## src/rtl/sensor_io_map.vh

```
`ifndef SENSOR_IO_MAP_VH
`define SENSOR_IO_MAP_VH

// register word offsets
`define ADDR_CTRL 4'h0
`define ADDR_POLARITY 4'h1
`define ADDR_BASE_CYCLE 4'h2
`define ADDR_STATUS 4'h3
`define ADDR_EFF_CYCLE 4'h4

// control field positions
`define CTRL_HOLD_BIT 0
`define CTRL_VOLT_BIT 1
`define CTRL_CLAMP_LO 2
`define CTRL_BANK_BIT 5
`define CTRL_DIGITAL_BIT 6
`define CTRL_MODE_LO 8
`define CTRL_HOLDTYPE_BIT 10

// reset values
`define CTRL_RESET 32'h0000000c
`define POLARITY_RESET 4'hf
`define BASE_CYCLE_RESET 16'h0064

// measurement modes
`define MODE_STANDARD 2'h0
`define MODE_HIGH 2'h1
`define MODE_CUSTOM 2'h2

// clamp selections
`define CLAMP_LOW 3'h0
`define CLAMP_MID 3'h1
`define CLAMP_HIGH 3'h2
`define CLAMP_MAX 3'h3
`define CLAMP_MIN 3'h4

// clamp levels, microamps and millivolts, signed
`define CUR_4MA 16'h0fa0
`define CUR_12MA 16'h2ee0
`define CUR_20MA 16'h4e20
`define CUR_MAX 16'h61a8
`define CUR_MIN 16'h07d0
`define VOLT_NEG10 16'hd8f0
`define VOLT_ZERO 16'h0000
`define VOLT_POS10 16'h2710
`define VOLT_MAX 16'h2af8
`define VOLT_MIN 16'hd508

// timing: clock rate and times in milliseconds
`define CLK_HZ 25000000
`define BANK_DELAY_MS 500
`define BANK_MAX_MS 30000
`define ZERO_MIN_MS 200
`define ZERO_MAX_MS 800
`define ZERO_CANCEL_MS 1000
`define MS_CYCLES(ms) (((ms) * (`CLK_HZ / 1000)))

`endif

```

## src/rtl/sensor_external_io_control.v

```verilog
// The Avalon-MM slave port and the register addresses were chosen for this implementation.
`timescale 1ns/1ps
`default_nettype none
`include "sensor_io_map.vh"

module sensor_external_io_control #(
    // counts above 4096 cycles are parameters so simulation can shorten them
    parameter [31:0] BANK_DELAY_CYC = `MS_CYCLES(`BANK_DELAY_MS),
    parameter [31:0] BANK_MAX_CYC = `MS_CYCLES(`BANK_MAX_MS),
    parameter [31:0] ZERO_MIN_CYC = `MS_CYCLES(`ZERO_MIN_MS),
    parameter [31:0] ZERO_MAX_CYC = `MS_CYCLES(`ZERO_MAX_MS),
    parameter [31:0] ZERO_CANCEL_CYC = `MS_CYCLES(`ZERO_CANCEL_MS)
) (
    input wire sys_clk,
    input wire rst_n,
    // avalon-mm slave
    input wire [3:0] avs_address,
    input wire avs_read,
    input wire avs_write,
    input wire [31:0] avs_writedata,
    output reg [31:0] avs_readdata,
    output wire avs_waitrequest,
    // external input wires, asynchronous
    input wire input_wire_zero,
    input wire input_wire_one,
    input wire input_wire_two,
    input wire input_wire_three,
    // measurement core, same clock
    input wire meas_active,
    input wire meas_valid,
    input wire [2:0] meas_judge,
    input wire [15:0] meas_linear,
    input wire bank_done,
    input wire batch_stream_command,
    // outputs toward the pins and the core
    output reg [2:0] judge_out,
    output reg [15:0] linear_out,
    output reg trigger_pulse,
    output reg reset_active,
    output reg laser_disable_input,
    output reg zero_reset_apply,
    output reg zero_reset_cancel,
    output reg zero_active,
    output reg [1:0] bank_sel,
    output reg bank_change_start,
    output reg busy,
    output reg batch_stream_accept,
    output reg batch_stream_reject,
    // effective cycle, same units as the base cycle
    output reg [16:0] eff_cycle
);

    // software registers
    reg [31:0] ctrl_r; // behaviour and mode settings
    reg [3:0] polarity_r; // 1: wire active when on
    reg [15:0] base_cycle_r; // normal measurement cycle
    reg ack_r; // bus answer phase

    // decoded control fields
    // plain slices, so a write acts on the next edge
    wire hold_mode = ctrl_r[`CTRL_HOLD_BIT];
    wire volt_out = ctrl_r[`CTRL_VOLT_BIT];
    wire [2:0] clamp_sel = ctrl_r[`CTRL_CLAMP_LO+2:`CTRL_CLAMP_LO];
    wire bank_assign = ctrl_r[`CTRL_BANK_BIT];
    wire digital_on = ctrl_r[`CTRL_DIGITAL_BIT];
    wire [1:0] meas_mode = ctrl_r[`CTRL_MODE_LO+1:`CTRL_MODE_LO];
    wire hold_type = ctrl_r[`CTRL_HOLDTYPE_BIT];

    // bus handshake: every access waits exactly one cycle
    // the fixed wait lets the read mux settle into a register
    // before the master takes the data
    wire bus_req = avs_read | avs_write; // either direction asks
    // a write lands only in the answer cycle
    wire wr_take = avs_write & ack_r;
    // combinational, seen by the master in the request cycle
    assign avs_waitrequest = bus_req & ~ack_r;

    // answer phase toggles so back to back requests each wait once
    always @(posedge sys_clk) begin
        if (!rst_n) begin
            ack_r <= 1'b0;
        end else begin
            // request cycle raises it, answer cycle drops it
            ack_r <= bus_req & ~ack_r;
        end
    end

    // register writes land at the edge where waitrequest is low
    reg [31:0] ctrl_nxt;
    always @* begin
        ctrl_nxt = ctrl_r;
        if (wr_take && avs_address == `ADDR_CTRL) begin
            // whole word taken, unused bits cleared below
            ctrl_nxt = avs_writedata;
            // upper bits are unused and read zero
            ctrl_nxt[31:11] = 21'h000000;
            // spare bit between clamp and mode fields
            ctrl_nxt[7] = 1'b0;
        end
        // high-speed mode forces the digital setting off
        // checked on the next value, so write and clear share one edge
        if (ctrl_nxt[`CTRL_MODE_LO+1:`CTRL_MODE_LO] == `MODE_HIGH) begin
            ctrl_nxt[`CTRL_DIGITAL_BIT] = 1'b0;
        end
    end

    // configuration registers
    always @(posedge sys_clk) begin
        if (!rst_n) begin
            ctrl_r <= `CTRL_RESET;
            polarity_r <= `POLARITY_RESET;
            base_cycle_r <= `BASE_CYCLE_RESET;
        end else begin
            ctrl_r <= ctrl_nxt;
            // only the low four bits hold polarity
            if (wr_take && avs_address == `ADDR_POLARITY) begin
                polarity_r <= avs_writedata[3:0];
            end
            // base cycle is 16 bits, upper half ignored
            if (wr_take && avs_address == `ADDR_BASE_CYCLE) begin
                base_cycle_r <= avs_writedata[15:0];
            end
        end
    end

    // read mux, captured in the wait cycle so data stands with the answer
    reg [31:0] rd_mux;
    always @* begin
        // status bits 3:2 are spare and read zero
        case (avs_address)
            `ADDR_CTRL: rd_mux = ctrl_r;
            `ADDR_POLARITY: rd_mux = {28'h0000000, polarity_r};
            `ADDR_BASE_CYCLE: rd_mux = {16'h0000, base_cycle_r};
            `ADDR_STATUS: rd_mux = {24'h000000, busy, zero_active,
                                    laser_disable_input, reset_active,
                                    2'h0, bank_sel};
            `ADDR_EFF_CYCLE: rd_mux = {15'h0000, eff_cycle};
            default: rd_mux = 32'h00000000; // unmapped reads zero
        endcase
    end

    // read data register
    always @(posedge sys_clk) begin
        if (!rst_n) begin
            avs_readdata <= 32'h00000000;
        end else if (avs_read && !ack_r) begin
            // wait cycle only, so data stands through the answer
            avs_readdata <= rd_mux;
        end
    end

    // two-stage synchroniser on the four pins
    // polarity is applied after the second stage, never before
    reg [3:0] pin_meta_r; // first stage, read only by second
    reg [3:0] pin_sync_r; // second stage
    always @(posedge sys_clk) begin
        if (!rst_n) begin
            // low pins with reset polarity leave no wire asserted
            pin_meta_r <= 4'h0;
            pin_sync_r <= 4'h0;
        end else begin
            pin_meta_r <= {input_wire_three, input_wire_two,
                           input_wire_one, input_wire_zero};
            pin_sync_r <= pin_meta_r;
        end
    end

    // polarity: asserted when the level matches the wire's active level
    wire [3:0] asserted = ~(pin_sync_r ^ polarity_r);
    reg [3:0] asserted_d_r; // previous asserted levels for edges

    // reset low matches the idle asserted level, so no false edge
    always @(posedge sys_clk) begin
        if (!rst_n) begin
            asserted_d_r <= 4'h0;
        end else begin
            asserted_d_r <= asserted;
        end
    end

    // wire functions; trigger and reset exist only in standard assignment
    always @(posedge sys_clk) begin
        if (!rst_n) begin
            trigger_pulse <= 1'b0;
            reset_active <= 1'b0;
            laser_disable_input <= 1'b0;
        end else begin
            // trigger fires once on the asserted edge
            trigger_pulse <= ~bank_assign & asserted[0] & ~asserted_d_r[0];
            // reset is a level, held while the wire is asserted
            reset_active <= ~bank_assign & asserted[1];
            // laser off works in both assignments
            laser_disable_input <= asserted[2];
        end
    end

    // zero reset pulse width measurement on wire three
    reg [31:0] zero_cnt_r; // cycles the wire has been asserted
    reg cancel_done_r; // cancel already issued for this press
    always @(posedge sys_clk) begin
        if (!rst_n) begin
            zero_cnt_r <= 32'h00000000;
            cancel_done_r <= 1'b0;
            zero_reset_apply <= 1'b0;
            zero_reset_cancel <= 1'b0;
            zero_active <= 1'b0;
        end else begin
            // both answers are one-cycle pulses
            zero_reset_apply <= 1'b0;
            zero_reset_cancel <= 1'b0;
            if (asserted[3]) begin
                // saturate so a stuck wire never wraps into a valid width
                if (zero_cnt_r != 32'hffffffff) begin
                    zero_cnt_r <= zero_cnt_r + 32'h00000001;
                end
                // cancel as soon as the long hold is reached
                if (zero_cnt_r + 32'h00000001 == ZERO_CANCEL_CYC && !cancel_done_r) begin
                    cancel_done_r <= 1'b1;
                    zero_reset_cancel <= 1'b1;
                    zero_active <= 1'b0;
                end
            end else begin
                // release: a pulse inside the window applies the zero reset
                if (asserted_d_r[3] && zero_cnt_r >= ZERO_MIN_CYC
                        && zero_cnt_r <= ZERO_MAX_CYC) begin
                    zero_reset_apply <= 1'b1;
                    zero_active <= 1'b1;
                end
                // the next press counts from zero
                zero_cnt_r <= 32'h00000000;
                cancel_done_r <= 1'b0;
            end
        end
    end

    // bank select: A is the high bit, B the low bit
    wire [1:0] bank_raw = {asserted[0], asserted[1]};
    reg [1:0] bank_seen_r; // last sampled select state
    reg [31:0] bank_dly_r; // cycles since the select state changed
    reg bank_pend_r; // a change waits for its delay
    reg [31:0] busy_cnt_r; // cycles spent in the current change

    // debounce the select, start the change after the delay
    always @(posedge sys_clk) begin
        if (!rst_n) begin
            bank_seen_r <= 2'h0;
            bank_dly_r <= 32'h00000000;
            bank_pend_r <= 1'b0;
            bank_sel <= 2'h0;
            bank_change_start <= 1'b0;
        end else begin
            bank_change_start <= 1'b0;
            // compared with its last sample on every edge
            bank_seen_r <= bank_raw;
            // standard assignment: nothing pends, nothing starts
            if (!bank_assign) begin
                bank_pend_r <= 1'b0;
                bank_dly_r <= 32'h00000000;
            end else if (bank_raw != bank_seen_r) begin
                // any new change restarts the wait
                bank_pend_r <= (bank_raw != bank_sel);
                bank_dly_r <= 32'h00000000;
            end else if (bank_pend_r) begin
                // select has stood unchanged for the whole delay
                if (bank_dly_r + 32'h00000001 >= BANK_DELAY_CYC) begin
                    bank_pend_r <= 1'b0;
                    bank_sel <= bank_raw;
                    bank_change_start <= 1'b1;
                end else begin
                    bank_dly_r <= bank_dly_r + 32'h00000001;
                end
            end
        end
    end

    // busy from the start until the core finishes or time runs out
    always @(posedge sys_clk) begin
        if (!rst_n) begin
            busy <= 1'b0;
            busy_cnt_r <= 32'h00000000;
        end else if (bank_change_start) begin
            // a new start restarts the timeout
            busy <= 1'b1;
            busy_cnt_r <= 32'h00000000;
        end else if (busy) begin
            // a core that never answers cannot hold busy past the limit
            if (bank_done || busy_cnt_r + 32'h00000001 >= BANK_MAX_CYC) begin
                busy <= 1'b0;
            end
            // runs one cycle past the fall, harmless
            busy_cnt_r <= busy_cnt_r + 32'h00000001;
        end
    end

    // batch stream command gate
    always @(posedge sys_clk) begin
        if (!rst_n) begin
            batch_stream_accept <= 1'b0;
            batch_stream_reject <= 1'b0;
        end else begin
            // one answer per command, one cycle later
            batch_stream_accept <= batch_stream_command & digital_on;
            batch_stream_reject <= batch_stream_command & ~digital_on;
        end
    end

    // measurement cycle: short modes stretch by half when digital is on
    wire short_mode = (meas_mode == `MODE_HIGH) || (meas_mode == `MODE_CUSTOM);
    wire [16:0] base_ext = {1'b0, base_cycle_r};
    wire [16:0] stretched = base_ext + {2'h0, base_cycle_r[15:1]};
    // half is rounded down, so odd cycles stretch a little less
    // the extra bit keeps the stretched value from wrapping
    always @(posedge sys_clk) begin
        if (!rst_n) begin
            eff_cycle <= 17'h00000;
        end else if (digital_on && short_mode) begin
            // high mode never gets here: its digital bit is cleared
            eff_cycle <= stretched;
        end else begin
            eff_cycle <= base_ext;
        end
    end

    // first held value tracking for hold-type measurement
    reg held_seen_r; // a valid result exists since the last reset
    always @(posedge sys_clk) begin
        if (!rst_n) begin
            held_seen_r <= 1'b0;
        end else if (reset_active || !hold_type) begin
            held_seen_r <= 1'b0;
        end else if (meas_valid && meas_active) begin
            // only a result taken while measuring counts
            held_seen_r <= 1'b1;
        end
    end

    // clamp level lookup for current and voltage outputs
    reg [15:0] clamp_level;
    always @* begin
        // codes five to seven fall to the maximum level
        case (clamp_sel)
            `CLAMP_LOW: clamp_level = volt_out ? `VOLT_NEG10 : `CUR_4MA;
            `CLAMP_MID: clamp_level = volt_out ? `VOLT_ZERO : `CUR_12MA;
            `CLAMP_HIGH: clamp_level = volt_out ? `VOLT_POS10 : `CUR_20MA;
            `CLAMP_MIN: clamp_level = volt_out ? `VOLT_MIN : `CUR_MIN;
            default: clamp_level = volt_out ? `VOLT_MAX : `CUR_MAX;
        endcase
    end

    // non-measurement: core idle or reset input held
    // the reset input clamps or holds even in mid-measurement
    wire no_result_behaviour = ~meas_active | reset_active;
    // hold-type with nothing held yet falls back to the clamp
    wire use_clamp = ~hold_mode | (hold_type & ~held_seen_r);
    // a cycle of latency buys glitch-free outputs

    // judgment and linear outputs share one register stage
    always @(posedge sys_clk) begin
        if (!rst_n) begin
            judge_out <= 3'h0;
            // reset shows the default clamp level at once
            linear_out <= `CUR_MAX;
        end else if (no_result_behaviour) begin
            if (use_clamp) begin
                // clamp: every judgment off
                judge_out <= 3'h0;
                linear_out <= clamp_level;
            end
            // hold mode keeps both outputs as they were
        end else if (meas_valid) begin
            // measuring: results load only when flagged valid
            judge_out <= meas_judge;
            linear_out <= meas_linear;
        end
    end

endmodule
`default_nettype wire

```

## config.mk

```make
export PLATFORM = sky130hd
export DESIGN_NAME = sensor_external_io_control
export DESIGN_NICKNAME = d
export VERILOG_FILES = /design/src/rtl/sensor_external_io_control.v
export VERILOG_INCLUDE_DIRS = /design/src /design/src/rtl
export SDC_FILE = /design/constraint.sdc
export NUM_CORES = 1
export LEC_CHECK = 0
export ABC_AREA = 1
export BUFFER_PORTS_ARGS = -buffer_cell sky130_fd_sc_hd__buf_4
export CAP_MARGIN = 20
export CORE_ASPECT_RATIO = 1.75
export CORE_MARGIN = 3
export CORE_UTILIZATION = 42
export DETAILED_ROUTE_END_ITERATION = 8
export GPL_ROUTABILITY_DRIVEN = 0
export GPL_TIMING_DRIVEN = 0
export SYNTH_ARGS = -nofsm -noshare
export SYNTH_HDL_FRONTEND = slang
export SYNTH_SLANG_ARGS = --single-unit
```

## constraint.sdc

```tcl
create_clock -name sys_clk -period 3.1 [get_ports sys_clk]
set_clock_uncertainty 0.1 [all_clocks]
set_input_delay 0.31 -clock sys_clk [delete_from_list [all_inputs] [get_ports sys_clk]]
set_output_delay 0.31 -clock sys_clk [all_outputs]
set_load 0.005 [all_outputs]
```

* Yosys cells after proc, flatten, opt, wreduce, memory -nomap -nowiden *
Cells that the tools add are included.

storage, ports and cells
  register bits = 224
  logic and storage cells = 139
  output and inout port bits = 81

cells by class
  equal/unequal tests = 16
  multiplexer cells = 27
  $lt $le $gt $ge = 4
  reductions and logical operators = 32
  bitwise gates (word level) = 24
  add/sub/neg operators = 4

operators by type and width
  cell                   count
  $add 32x1->32 const B  3
  $mux 16                6
  $pmux 17 s5            1
  $pmux 16 s4            1
  $eq 32x25->1 const B   1
  $ge 32x23->1 const B   1
  $ge 32x24->1 const B   1
  $ge 32x30->1 const B   1
  $le 32x25->1 const B   1
  $ne 32x32->1 const B   1
  $mux 15                2
  $add 16x15->17         1
  $mux 14                1
  $mux 1                 12
  $reduce_and 2->1       6
  $not 1->1              11
  $mux 10                1
  $logic_and 1x1->1      9
  $mux 3                 3
  $and 1x1->1            8
  $eq 4x2->1 const B     2
  $reduce_or 2->1        4
  $eq 2x1->1 const B     2
  $eq 4x1->1 const B     1
  18 further kinds       27

* Depth between registers and ports, before layout *
Gate-level depths: netlist of run 1.

  depth in word-level cells = 6
  gate-level depth with buffers = 18
  gate-level depth less buffers = 17

* Worst setup path after synthesis of run 1 *
OpenSTA, ideal clock, no wires.

  path type = register to register
  from = register base_cycle_r[1]
  to = register eff_cycle[12]
  data required time = 2.885 ns
  slack = 0.776 ns
  buffers on the path = 0
  setup time = 0.115 ns
  cell stages (with the launch flop) = 14
  arrival = 2.108 ns
  path through = dfxtp_1 ha_1 inv_1 fa_1 inv_1 nand3_1 a21oi_1 nor2_1 o21ai_0 a21boi_0 o21ai_0 xor2_1 o21ai_0 inv_1

between the ends
  word-level cells in the longest chain between the ends = 2

ends and longest elaborated chain
  what                    line                              text
  start, declared         sensor_external_io_control.v:56   reg [15:0] base_cycle_r;
  start signal, assigned  sensor_external_io_control.v:112  base_cycle_r <= `BASE_CYCLE_RESET;
  start signal, assigned  sensor_external_io_control.v:121  base_cycle_r <= avs_writedata[15:0];
  $add 16x15->17          sensor_external_io_control.v:310  wire [16:0] stretched = base_ext + {2'h0, base_cycle_r[15:1]};
  $mux 16                 sensor_external_io_control.v:316  end else if (digital_on && short_mode) begin
  end signal, assigned    sensor_external_io_control.v:318  eff_cycle <= stretched;
  end signal, assigned    sensor_external_io_control.v:320  eff_cycle <= base_ext;
  end, declared           sensor_external_io_control.v:50   output reg [16:0] eff_cycle

Every way passes these cells.
A chain may end at the register's enable or synchronous reset.

* Worst setup path in the final report of run 1 *
  from = register zero_cnt_r[0]
  to = register zero_active

between the ends
  word-level cells in the longest chain between the ends = 5
  elaborated cells between the ends (all ways) = 10
  classes of those cells = add/sub: 1; order compare: 2; eq/ne: 2; reduce/logical: 5

ends and longest elaborated chain
  what                                                              line                                                                text
  start, declared                                                   sensor_external_io_control.v:198                                    reg [31:0] zero_cnt_r;
  start signal, assigned                                            sensor_external_io_control.v:214                                    zero_cnt_r <= zero_cnt_r + 32'h00000001;
  $add 32x1->32 / $ge 32x23->1 (equally long branches)              sensor_external_io_control.v:217, sensor_external_io_control.v:224
  $eq 32x25->1 / $logic_and 1x1->1 (equally long branches)          sensor_external_io_control.v:217, sensor_external_io_control.v:224
  $logic_and 1x1->1, on equally long branches                       sensor_external_io_control.v:217, sensor_external_io_control.v:225
  $ne 2x1->1 (no line) / $reduce_bool 2->1 (equally long branches)  --
  $reduce_and 2->1 (no line) (*)                                    --
  end signal, assigned                                              sensor_external_io_control.v:206                                    zero_active <= 1'b0;
  end signal, assigned                                              sensor_external_io_control.v:220                                    zero_active <= 1'b0;
  end signal, assigned                                              sensor_external_io_control.v:227                                    zero_active <= 1'b1;
  end, declared                                                     sensor_external_io_control.v:43                                     output reg zero_active,

Every way passes the cells marked *; elsewhere a longest branch is shown, timed or not.

==> results of run 1 <==
[per-layer routing]
| layer | share of wire [%] | vias to the layer above | GRT usage [%] |
|---|---|---|---|
| li1 | - | 6291 | - |
| met1 | 37 | 5628 | 24.5 |
| met2 | 53 | 350 | 47.9 |
| met3 | 4.2 | 116 | 3.10 |
| met4 | 5.8 | 0 | 14.5 |
| met5 | 0 | - | 0 |
[flip-flops by register name, summed over array words and instances (netlist names), 10 cells and up]
signal	count
avs_readdata	17
bank_dly_r	32
base_cycle_r	16
busy_cnt_r	32
ctrl_r	10
eff_cycle	17
linear_out	16
zero_cnt_r	32
[final timing paths]
path	slack, ns	endpoint
worst min-delay path	0.05	base_cycle_r[10]
worst max-delay path	0.21	zero_active
worst max register to register	0.21	zero_active
worst min register to register	0.32	pin_sync_r[2]
[worst max-delay path, delay by kind of cell, from the launching register on]
kind,cells,cell delay [ns]
adders and majority gates,1,0.33
and+or+nand+nor,9,1.42
DFF,1,0.50
xor gates and xnor gates,1,0.29
buffers and inverters,2,0.14
[final cells by class]
cell class | count | area, um^2 | area share [%]
buffer | 63 | 310 | 2.15
sequential | 206 | 4120 | 28.6
tap | 369 | 462 | 3.20
timing repair buffer | 159 | 1300 | 9.01
clock inverter | 11 | 120 | 0.833
clock buffer | 30 | 652 | 4.52
antenna | 1 | 2.50 | 0.0174
inverter | 260 | 980 | 6.80
multi-input combinational | 1331 | 6460 | 44.8
[logic make-up after synthesis]
group,count (synthesis),synth area share (%)
other,1,0.0318
adders and majority gates,23,2.51
and+or+nand+nor,918,32.4
AOI/OAI and AO/OA,304,13.9
buffers and inverters,323,10.9
DFF,206,35.0
xor gates and xnor gates,71,5.28
[cells in the mapped netlist (9+ instances only)]
master      n  area, um^2
nand4_1    36         225
o21ai_0   111         556
a21oi_1   150         751
dfxtp_1   206        4120
buf_4      17         128
ha_1       22         275
nor4_1      9        56.3
nor2_1    254         953
inv_1     258         968
nand2_1   463        1740
clkbuf_1   42         158
nor3_1     48         240
nand3_1    89         445
o211ai_1    9        67.6
xnor2_1    20         175
o221ai_1    9        78.8
xor2_1     51         447
[metrics by stage]
step                      area, um^2  total power, mW  util (%)
final                          14400             5.88      52.5
after global routing           14400             6.08      52.5
after CTS                      14400             5.94      52.4
after detailed placement       13200             3.06      48.0
after global placement         13200             3.06      48.0
after floorplan                11800             2.91         -
[where the power goes]
part           internal (mW)  switching, mW  total [mW]
clock                   1.65           1.18        2.83
sequential              2.68         0.0220        2.70
combinational          0.164          0.181       0.346
[repair_timing]
action,in CTS,in global routing
gates resized for setup,0,13
hold endpoints to repair,52,0
setup endpoints to repair,0,66
hold buffers,43,0
==> results_dict.tcl, run 1 <==
set metrics [dict create \
    syn2layout_area_growth_pct 22.3 \
    run_status "finished, final reports clean" \
    tns_ns 0 \
    routed_wirelength_mm 37.8 \
    yosysWarnings 0 \
    clock_tree.root_cell "clkbuf_16" \
    worstSkewPairLatency_ns 0.53 \
    final.min_clock_period_ns 2.89 \
    r2r_start "zero_cnt_r[0]" \
    p_leak_nw 6.23 \
    cp_common_cell "nand2_1" \
    postCtsSetupRepairBufs 0 \
    critPathLaunchType "register" \
    hold_path_depth 3 \
    hold_viol 0 \
    layout_common_cells "463 x nand2_1, 257 x inv_1, 249 x nor2_1, 206 x dfxtp_1, 150 x a21oi_1" \
    ioPinCount 148 \
    grt_max_degree 14 \
    netlist-cell-type-count 44 \
    number_of_remaining_drc_errors 0 \
    hold_path.class "input port to register" \
    timing.final.crit_share_pct 93.2 \
    timing.final.ws_setup_ns 0.212 \
    grt_antenna_before_repair 0 \
    numCtsBuffers 23 \
    maximum_fanout_along_the_worst_path 8 \
    worst_ir_drop_vdd_uv 328 \
    maxCapViolations 0 \
    final-instance-count-excl-fill 2430 \
    r2r_cells 13 \
    crit_arrival_ns 3.22 \
    detailedPlace.worstSlack_ns 0.0378 \
    required_ns 3.43 \
    std_cell_rows 80 \
    max_clock_freq_mhz 346 \
    critPathKind "register to register" \
    placedCellCount 2344 \
    grt.total_usage_pct 24.5 \
    worstSetupEndpointType "register" \
    setup.worst_path.start "zero_cnt_r[0]" \
    port-buffer-count 115 \
    rsz0062_at_grt "false" \
    slew-limit-headroom_pct 44.4 \
    number_of_enable_flip_flop_cells_after_synthesis 0 \
    detailed_place_hpwl_mm 29.5 \
    syn-cell-area_um2 11800 \
    clock_path_buffers 3 \
    initialDrtViolationCount 616 \
    fin_worst_hold_slack_ns 0.0460 \
    route.vias.total 12400 \
    clkSinkCount 206 \
    detail-route-antenna-nets 0 \
    synth.yosys.seq_area_share_pct 35.0 \
    post_route_cells_drive_above_1_share_pct 9.42 \
    final-max-slew-violation-count 0 \
    die_height_um 228 \
    nNetsFinal 2134 \
    core-area_um2 27400 \
    n_fill_cell 2864 \
    number_of_vias_per_cell 5.10 \
    die-width_um 133 \
    ys_async_sr_fraction_pct 0 \
    p_per_area_nw_per_um2 408 \
    largest_stage_delay_worst_path_ns 0.50 \
    htree_num_levels 1 \
    grt_pass1_wl_mm 60.5 \
    setup_viol 0 \
    grt_overflow 0 \
    syn-instance-count 1846 \
    synthesis.area_per_instance_um2 6.38 \
    crit_slowest_cell "dfxtp_1" \
    worst_path_cell_trace "ha_2 -> nand2_1 -> nor2_2 -> nand2_1 -> nor2_1 -> xor2_1 -> inv_1 -> nor3_1 -> nand3_1 -> nor2_1 -> nand3_1 -> nand2_1 -> inv_1" \
    drtPass1Iterations 7 \
    clkSlewWorstSetupHoldPaths_ns 0.06 \
    initial_utilization_pct 43.0 \
    detail_route.wl_per_cell_um 15.6 \
    mostFrequentLayoutCell "nand2_1" \
    worst_hold_startpoint "avs_writedata[10]" \
    synth_flop_cell "dfxtp_1" \
    synth_seq_cells 206 \
    floorplan.die_area_um2 30200 \
    cts_tree "yes" \
    worst-slew-pin-transition_ns 0.831 \
    grt_pass1_vias 12300 \
]
No activity file was read; power rests on OpenSTA's default activity.
==> run 2, diff against run 1 <==
--- a/config.mk
+++ b/config.mk
@@ -6,7 +6,7 @@
 export SDC_FILE = /design/constraint.sdc
 export NUM_CORES = 1
 export LEC_CHECK = 0
-export ABC_AREA = 1
+export ABC_AREA = 0
 export BUFFER_PORTS_ARGS = -buffer_cell sky130_fd_sc_hd__buf_4
 export CAP_MARGIN = 20
 export CORE_ASPECT_RATIO = 1.75
==> run 2 against run 1 <==
Compared with the run above: sequential share of layout area increased by 1.4 points; highest routed layer unchanged; setup slack got worse by 0.090 ns; critical path depth decreased by 2; count of clock-buffer cells in the layout decreased by 1; critical path type unchanged; sequential power about the same; via count decreased by 14%; die area decreased by 5.4%.
==> results_dict.tcl, run 2 <==
set metrics [dict create \
    p_per_area_nw_per_um2 417 \
    maxCapViolations 0 \
    worstSetupEndpointType "register" \
    grt_antenna_before_repair 0 \
    run_status "finished, final reports clean" \
    worstSkewPairLatency_ns 0.52 \
    required_ns 3.47 \
    finished_core_util_pct 53.2 \
    floorplan.die_area_um2 28500 \
    crit_slowest_cell "or4_4" \
    number_of_enable_flip_flop_cells_after_synthesis 0 \
    std_cell_rows 78 \
    yosysWarnings 0 \
    route.vias.total 10700 \
    slew-limit-headroom_pct 27.8 \
    timing.critical_path.buf_inv 3 \
    grt_overflow 0 \
    reg_top3 "bank_dly_r (32), busy_cnt_r (32), zero_cnt_r (32)" \
    die_height_um 221 \
    cts_tree "yes" \
    detailedPlace.worstSlack_ns -0.390 \
    syn-instance-count 1381 \
    detail_route.wl_per_cell_um 17.7 \
    synth_flop_cell "dfxtp_1" \
    port-buffer-count 116 \
    clkSlewWorstSetupHoldPaths_ns 0.07 \
    worst-slew-pin-transition_ns 1.07 \
    grt_max_degree 15 \
    detail-route-antenna-nets 0 \
    grt_pass1_wl_mm 54.4 \
    p_leak_nw 5.14 \
    ys_async_sr_fraction_pct 0 \
    detailed_place_hpwl_mm 25.5 \
    critPathKind "register to register" \
    synthesis.area_per_instance_um2 8.05 \
    syn2layout_area_growth_pct 24.2 \
    timing.final.crit_share_pct 96.0 \
    maximum_fanout_along_the_worst_path 9 \
    netlist-cell-type-count 74 \
    synth_seq_cells 206 \
    nNetsFinal 1667 \
    largest_stage_delay_worst_path_ns 0.54 \
    syn-cell-area_um2 11100 \
    critPathLaunchType "register" \
    drtPass1Iterations 5 \
    worst_path_cell_trace "buf_6 -> and4_4 -> buf_6 -> nand4_4 -> or4_4 -> buf_2 -> or3_1 -> o31a_2 -> a2111oi_4 -> and4b_2 -> and2_4" \
    max_clock_freq_mhz 336 \
    setup_viol 0 \
    clkSinkCount 206 \
    timing.final.ws_setup_ns 0.123 \
    synth_commonest_cells "206 x dfxtp_1, 161 x nand2_1, 126 x a21oi_1" \
    worst_ir_drop_vdd_uv 320 \
    yosysMostFrequentCell "dfxtp_1" \
    hold_viol 0 \
    htree_num_levels 1 \
    clock_tree.root_cell "clkbuf_16" \
    synth_top_area_share_pct 37.1 \
    hold_path.class "input port to register" \
    ioPinCount 148 \
    clock_path_buffers 3 \
    insertedDiodeCount 0 \
    cp_common_cell "buf_6" \
    number_of_remaining_drc_errors 0 \
    design_power_total_mw 5.76 \
    cp_top_family "simple AND/OR/NAND/NOR gates" \
    layout_common_cells "195 x dfxtp_1, 161 x nand2_1, 145 x buf_4, 123 x a21oi_1, 119 x nor2_1" \
    initialDrtViolationCount 546 \
    die-width_um 129 \
    synth.yosys.seq_area_share_pct 37.1 \
    final-max-slew-violation-count 0 \
    routed_wirelength_mm 33.8 \
    cell_taking_the_most_area_after_synthesis "dfxtp_1" \
    tns_ns 0 \
    core-area_um2 26000 \
    synth_top_cells_by_area "dfxtp_1 37%, a21oi_1 5.7%, nand2_1 5.4%" \
    crit_arrival_ns 3.34 \
    number_of_vias_per_cell 5.58 \
    post_route_cells_drive_above_1_share_pct 16.5 \
    numCtsBuffers 22 \
    initial_utilization_pct 42.8 \
    final.min_clock_period_ns 2.98 \
    mostFrequentLayoutCell "dfxtp_1" \
    grt.total_usage_pct 23.3 \
    grt_pass1_vias 10500 \
]
## run 2: worst reg2reg max path: stages, from the launching register on
cell and delay, ns:
dfxtp_1 0.33, buf_6 0.14, and4_4 0.23, buf_6 0.12
nand4_4 0.13, or4_4 0.54, buf_2 0.17, or3_1 0.34
o31a_2 0.14, a2111oi_4 0.22, and4b_2 0.30, and2_4 0.16
## run 2: path summary, 6_finish.rpt
path / startpoint / endpoint / slack [ns] / depth (start not counted)
max: zero_cnt_r[15] / zero_reset_cancel / 0.12 / 11
min: meas_linear[14] / linear_out[14] / 0.01 / 3
max reg2reg: zero_cnt_r[15] / zero_reset_cancel / 0.12 / 11
min reg2reg: pin_meta_r[1] / pin_sync_r[1] / 0.35 / 1
## run 2: through the flow
stage	hold slack, ns	instances	area, um^2
after detailed placement	0.324	1832	12500
after global routing	0.00880	1912	13800
final	0.0111	1912	13800
after floorplan	0.312	1395	11200
after global placement	0.316	1831	12400
after CTS	0.00439	1912	13700
## run 2: cells by family after synthesis
kind of cell	Yosys count	share of synthesized area, %
compound gates	291	16.9
xor+xnor	102	8.03
fa+ha+maj	23	2.65
buf+inv	132	5.71
flops	206	37.1
mux	21	1.92
other cells	1	0.0337
simple gates	605	27.6
## run 2: cell type report
type	instances	area, um^2
clock buffer	29	638
tap	320	400
buffer	106	574
timing repair buffer	162	1300
clock inverter	10	111
multi-input combinational	1057	6560
inverter	22	82.6
sequential	206	4140
fill	2546	12200
## run 2: power by group
part	switching [mW]	internal [mW]	total, mW
logic	0.168	0.155	0.324
clock network	1.12	1.62	2.74
registers	0.0215	2.68	2.70
## run 2: what timing repair did
| action | CTS | global route |
|---|---|---|
| cloned | 0 | 0 |
| setup buffers | 5 | 3 |
| hold buffers | 36 | 0 |
| gates resized for setup | 23 | 38 |
| pin swaps | 3 | 5 |
| hold endpoints to repair | 50 | 0 |
| setup endpoints to repair | 35 | 53 |
## run 2: per-layer routing
| metal | vias up | track usage [%] | wire (um) |
|---|---|---|---|
| met5 | - | 0 | 0 |
| met3 | 89 | 2.25 | 1160 |
| met4 | 0 | 11.1 | 1650 |
| met1 | 5023 | 24.3 | 12400 |
| li1 | 5288 | - | - |
| met2 | 269 | 45.1 | 18600 |
==> run 3, diff against run 2 <==
--- a/config.mk
+++ b/config.mk
@@ -10,7 +10,7 @@
 export BUFFER_PORTS_ARGS = -buffer_cell sky130_fd_sc_hd__buf_4
 export CAP_MARGIN = 20
 export CORE_ASPECT_RATIO = 1.75
-export CORE_MARGIN = 3
+export CORE_MARGIN = 8
 export CORE_UTILIZATION = 42
 export DETAILED_ROUTE_END_ITERATION = 8
 export GPL_ROUTABILITY_DRIVEN = 0
==> run 3 against run 2 <==
Compared with the run above: cell area increased by 1.8%; sequential share of layout area decreased by 0.54 points; non-clock buffer count increased by 14; global-route usage decreased by 2.3 points; largest cell class unchanged; largest power group unchanged.
==> results_dict.tcl, run 3 (synthesized netlist as in run 2, its figures left out) <==
set metrics [dict create \
    final-instance-count-excl-fill 1931 \
    clkSinkCount 206 \
    reg_top3 "bank_dly_r (32), busy_cnt_r (32), zero_cnt_r (32)" \
    worst_hold_startpoint "avs_write" \
    switching_power_mw 1.37 \
    crit_cells 11 \
    hold_path.class "input port to register" \
    critPathKind "register to register" \
    cts_tree "yes" \
    nNetsFinal 1681 \
    initial_utilization_pct 42.3 \
    floorplan.die_area_um2 32200 \
    grt_pass1_vias 10700 \
    placed_area_um2 12500 \
    required_ns 3.40 \
    top_layer_used "met4" \
    grt_antenna_before_repair 0 \
    p_seq_share_pct 43.2 \
    timing.final.crit_share_pct 96.9 \
    mostFrequentLayoutCell "dfxtp_1" \
    r2r_slack_ns 0.1 \
    crit_arrival_ns 3.30 \
    cp_top_family "simple AND/OR/NAND/NOR gates" \
    cp_common_cell "buf_4" \
    slew-limit-headroom_pct 26.8 \
    hold_path_end "ack_r" \
    grt_max_degree 16 \
    worst_ir_drop_vdd_uv 378 \
    p_per_area_nw_per_um2 445 \
    hold_path_depth 3 \
    rr_endpoint "bank_dly_r[15]" \
    numCtsBuffers 22 \
    drt-met1-wl_mm 12.8 \
    timing.critical_path.buf_inv 3 \
    std_cell_rows 79 \
    htree_num_levels 1 \
    insertedDiodeCount 0 \
    grt_pass1_wl_mm 55.2 \
    critPathLaunchType "register" \
    power.share.clock_pct 51.6 \
    layout_common_cells "195 x dfxtp_1, 161 x nand2_1, 157 x buf_4, 123 x a21oi_1, 119 x nor2_1" \
    setup_viol 0 \
    grt.total_usage_pct 21.0 \
    clock_path_buffers 3 \
    final_standard_cell_area_without_fillers_um2 14100 \
    met2RoutedLength_mm 18.7 \
    crit_slowest_cell "or4_4" \
    r2r_cells 11 \
    route.vias.total 10800 \
    combinationalPowerShare_pct 5.3 \
    worstSkewPairLatency_ns 0.52 \
    worst-slew-pin-transition_ns 1.08 \
    finished_core_util_pct 53.5 \
    internal_power_mw 4.88 \
    final.min_clock_period_ns 3.00 \
    r2r_start "bank_dly_r[9]" \
    die-width_um 139 \
    initialDrtViolationCount 499 \
    placedCellCount 1836 \
    p_leak_nw 5.26 \
    grt_overflow 0 \
    clock_tree.root_cell "clkbuf_16" \
    max_clock_freq_mhz 333 \
    largest_stage_delay_worst_path_ns 0.61 \
    clkSlewWorstSetupHoldPaths_ns 0.07 \
    run_status "finished, final reports clean" \
    worstSetupEndpointType "register" \
    maxCapViolations 0 \
    met3_routed_length_mm 1.46 \
    number_of_remaining_drc_errors 0 \
    die_height_um 231 \
    maximum_fanout_along_the_worst_path 10 \
    switching_share_pct 21.8 \
    syn2layout_area_growth_pct 26.4 \
    ioPinCount 148 \
    drtPass1Iterations 8 \
    port-buffer-count 116 \
    core-area_um2 26300 \
    number_of_vias_per_cell 5.61 \
    worst_path_cell_trace "buf_2 -> nand3_4 -> or4_4 -> nor4b_4 -> o22ai_1 -> a21oi_2 -> nand4_1 -> buf_4 -> buf_4 -> o211ai_1 -> o31ai_2" \
    detailed_place_hpwl_mm 26.3 \
    detail-route-antenna-nets 0 \
    detail_route.wl_per_cell_um 18.1 \
    hold_viol 0 \
    final-max-slew-violation-count 0 \
    post_route_cells_drive_above_1_share_pct 16.9 \
    routed_wirelength_mm 34.9 \
]
## run 3: cell types whose count changed in the layout (fill, tap and decap cells not counted), moves of 2 or more
cell,previous run,this run
buf_4,145,157
clkinv_2,4,1
clkbuf_2,4,2
clkbuf_4,4,1
nor4_1,13,15
clkbuf_8,4,1
dlygate4sd3_1,36,38
buf_2,4,7
nor4_2,5,2
bufinv_16,2,8
## run 3: metal layers
layer  global-route usage (%)  up-vias
li1                         -     5322
met1                     20.4     5111
met2                     41.2      295
met3                     3.01       97
met4                     12.8        0
met5                        0        -
## run 3: power by group through the flow
stage | registers [mW] | clock network [mW] | logic [mW]
after floorplan | 2.75 | 0 | 0.139
after global placement | 2.76 | 0 | 0.287
after detailed placement | 2.76 | 0 | 0.289
after CTS | 2.70 | 3.28 | 0.329
after global routing | 2.70 | 3.37 | 0.357
final | 2.70 | 3.22 | 0.330
## run 3: worst max-delay path by stage
stage	start	endpoint
global placement	bank_dly_r[0]	bank_dly_r[8]
CTS	zero_cnt_r[6]	zero_reset_cancel
global route	bank_dly_r[4]	bank_dly_r[12]
finish	bank_dly_r[9]	bank_dly_r[15]
detailed placement	bank_dly_r[0]	bank_dly_r[5]
floorplan	bank_dly_r[0]	bank_dly_r[22]
## run 3: worst reg2reg max path, delay by kind of cell (launching register included)
kind / cells / cell delay [ns]
buffers and inverters: 3 / 0.62
AO/OA/AOI/OAI: 4 / 0.57
flip-flops: 1 / 0.31
AND/OR/NAND/NOR: 4 / 1.28
## run 3: per-stage QoR
step / hold slack [ns] / total power [mW] / setup WS [ns] / TNS [ns]
3_5_place_dp: 0.327 / 3.04 / -0.299 / -6.06
2_1_floorplan: 0.312 / 2.89 / 0.307 / 0
4_1_cts: 0.0117 / 6.30 / 0.00131 / 0
3_3_place_gp: 0.322 / 3.04 / -0.347 / -8.40
6_report: 0.0207 / 6.25 / 0.0966 / 0
5_1_grt: 0.0398 / 6.42 / -0.0441 / -0.230
## run 3: repair_timing
item	CTS	global route
pin swaps	3	8
gates resized for setup	16	45
cloned	0	1
hold endpoints to repair	53	0
endpoints found under the setup margin	35	68
hold buffers	38	0
buffers inserted	8	11
## run 3: area by class of cell
| type | count | area [um^2] |
|---|---|---|
| plain buffers | 106 | 574 |
| multi-input cells | 1057 | 6560 |
| clock buffers | 25 | 593 |
| flip-flops and latches | 206 | 4140 |
| clock inverters | 15 | 293 |
| repair buffers | 176 | 1410 |
| well taps | 324 | 405 |
| inverters | 22 | 82.6 |
| fillers | 2466 | 12200 |
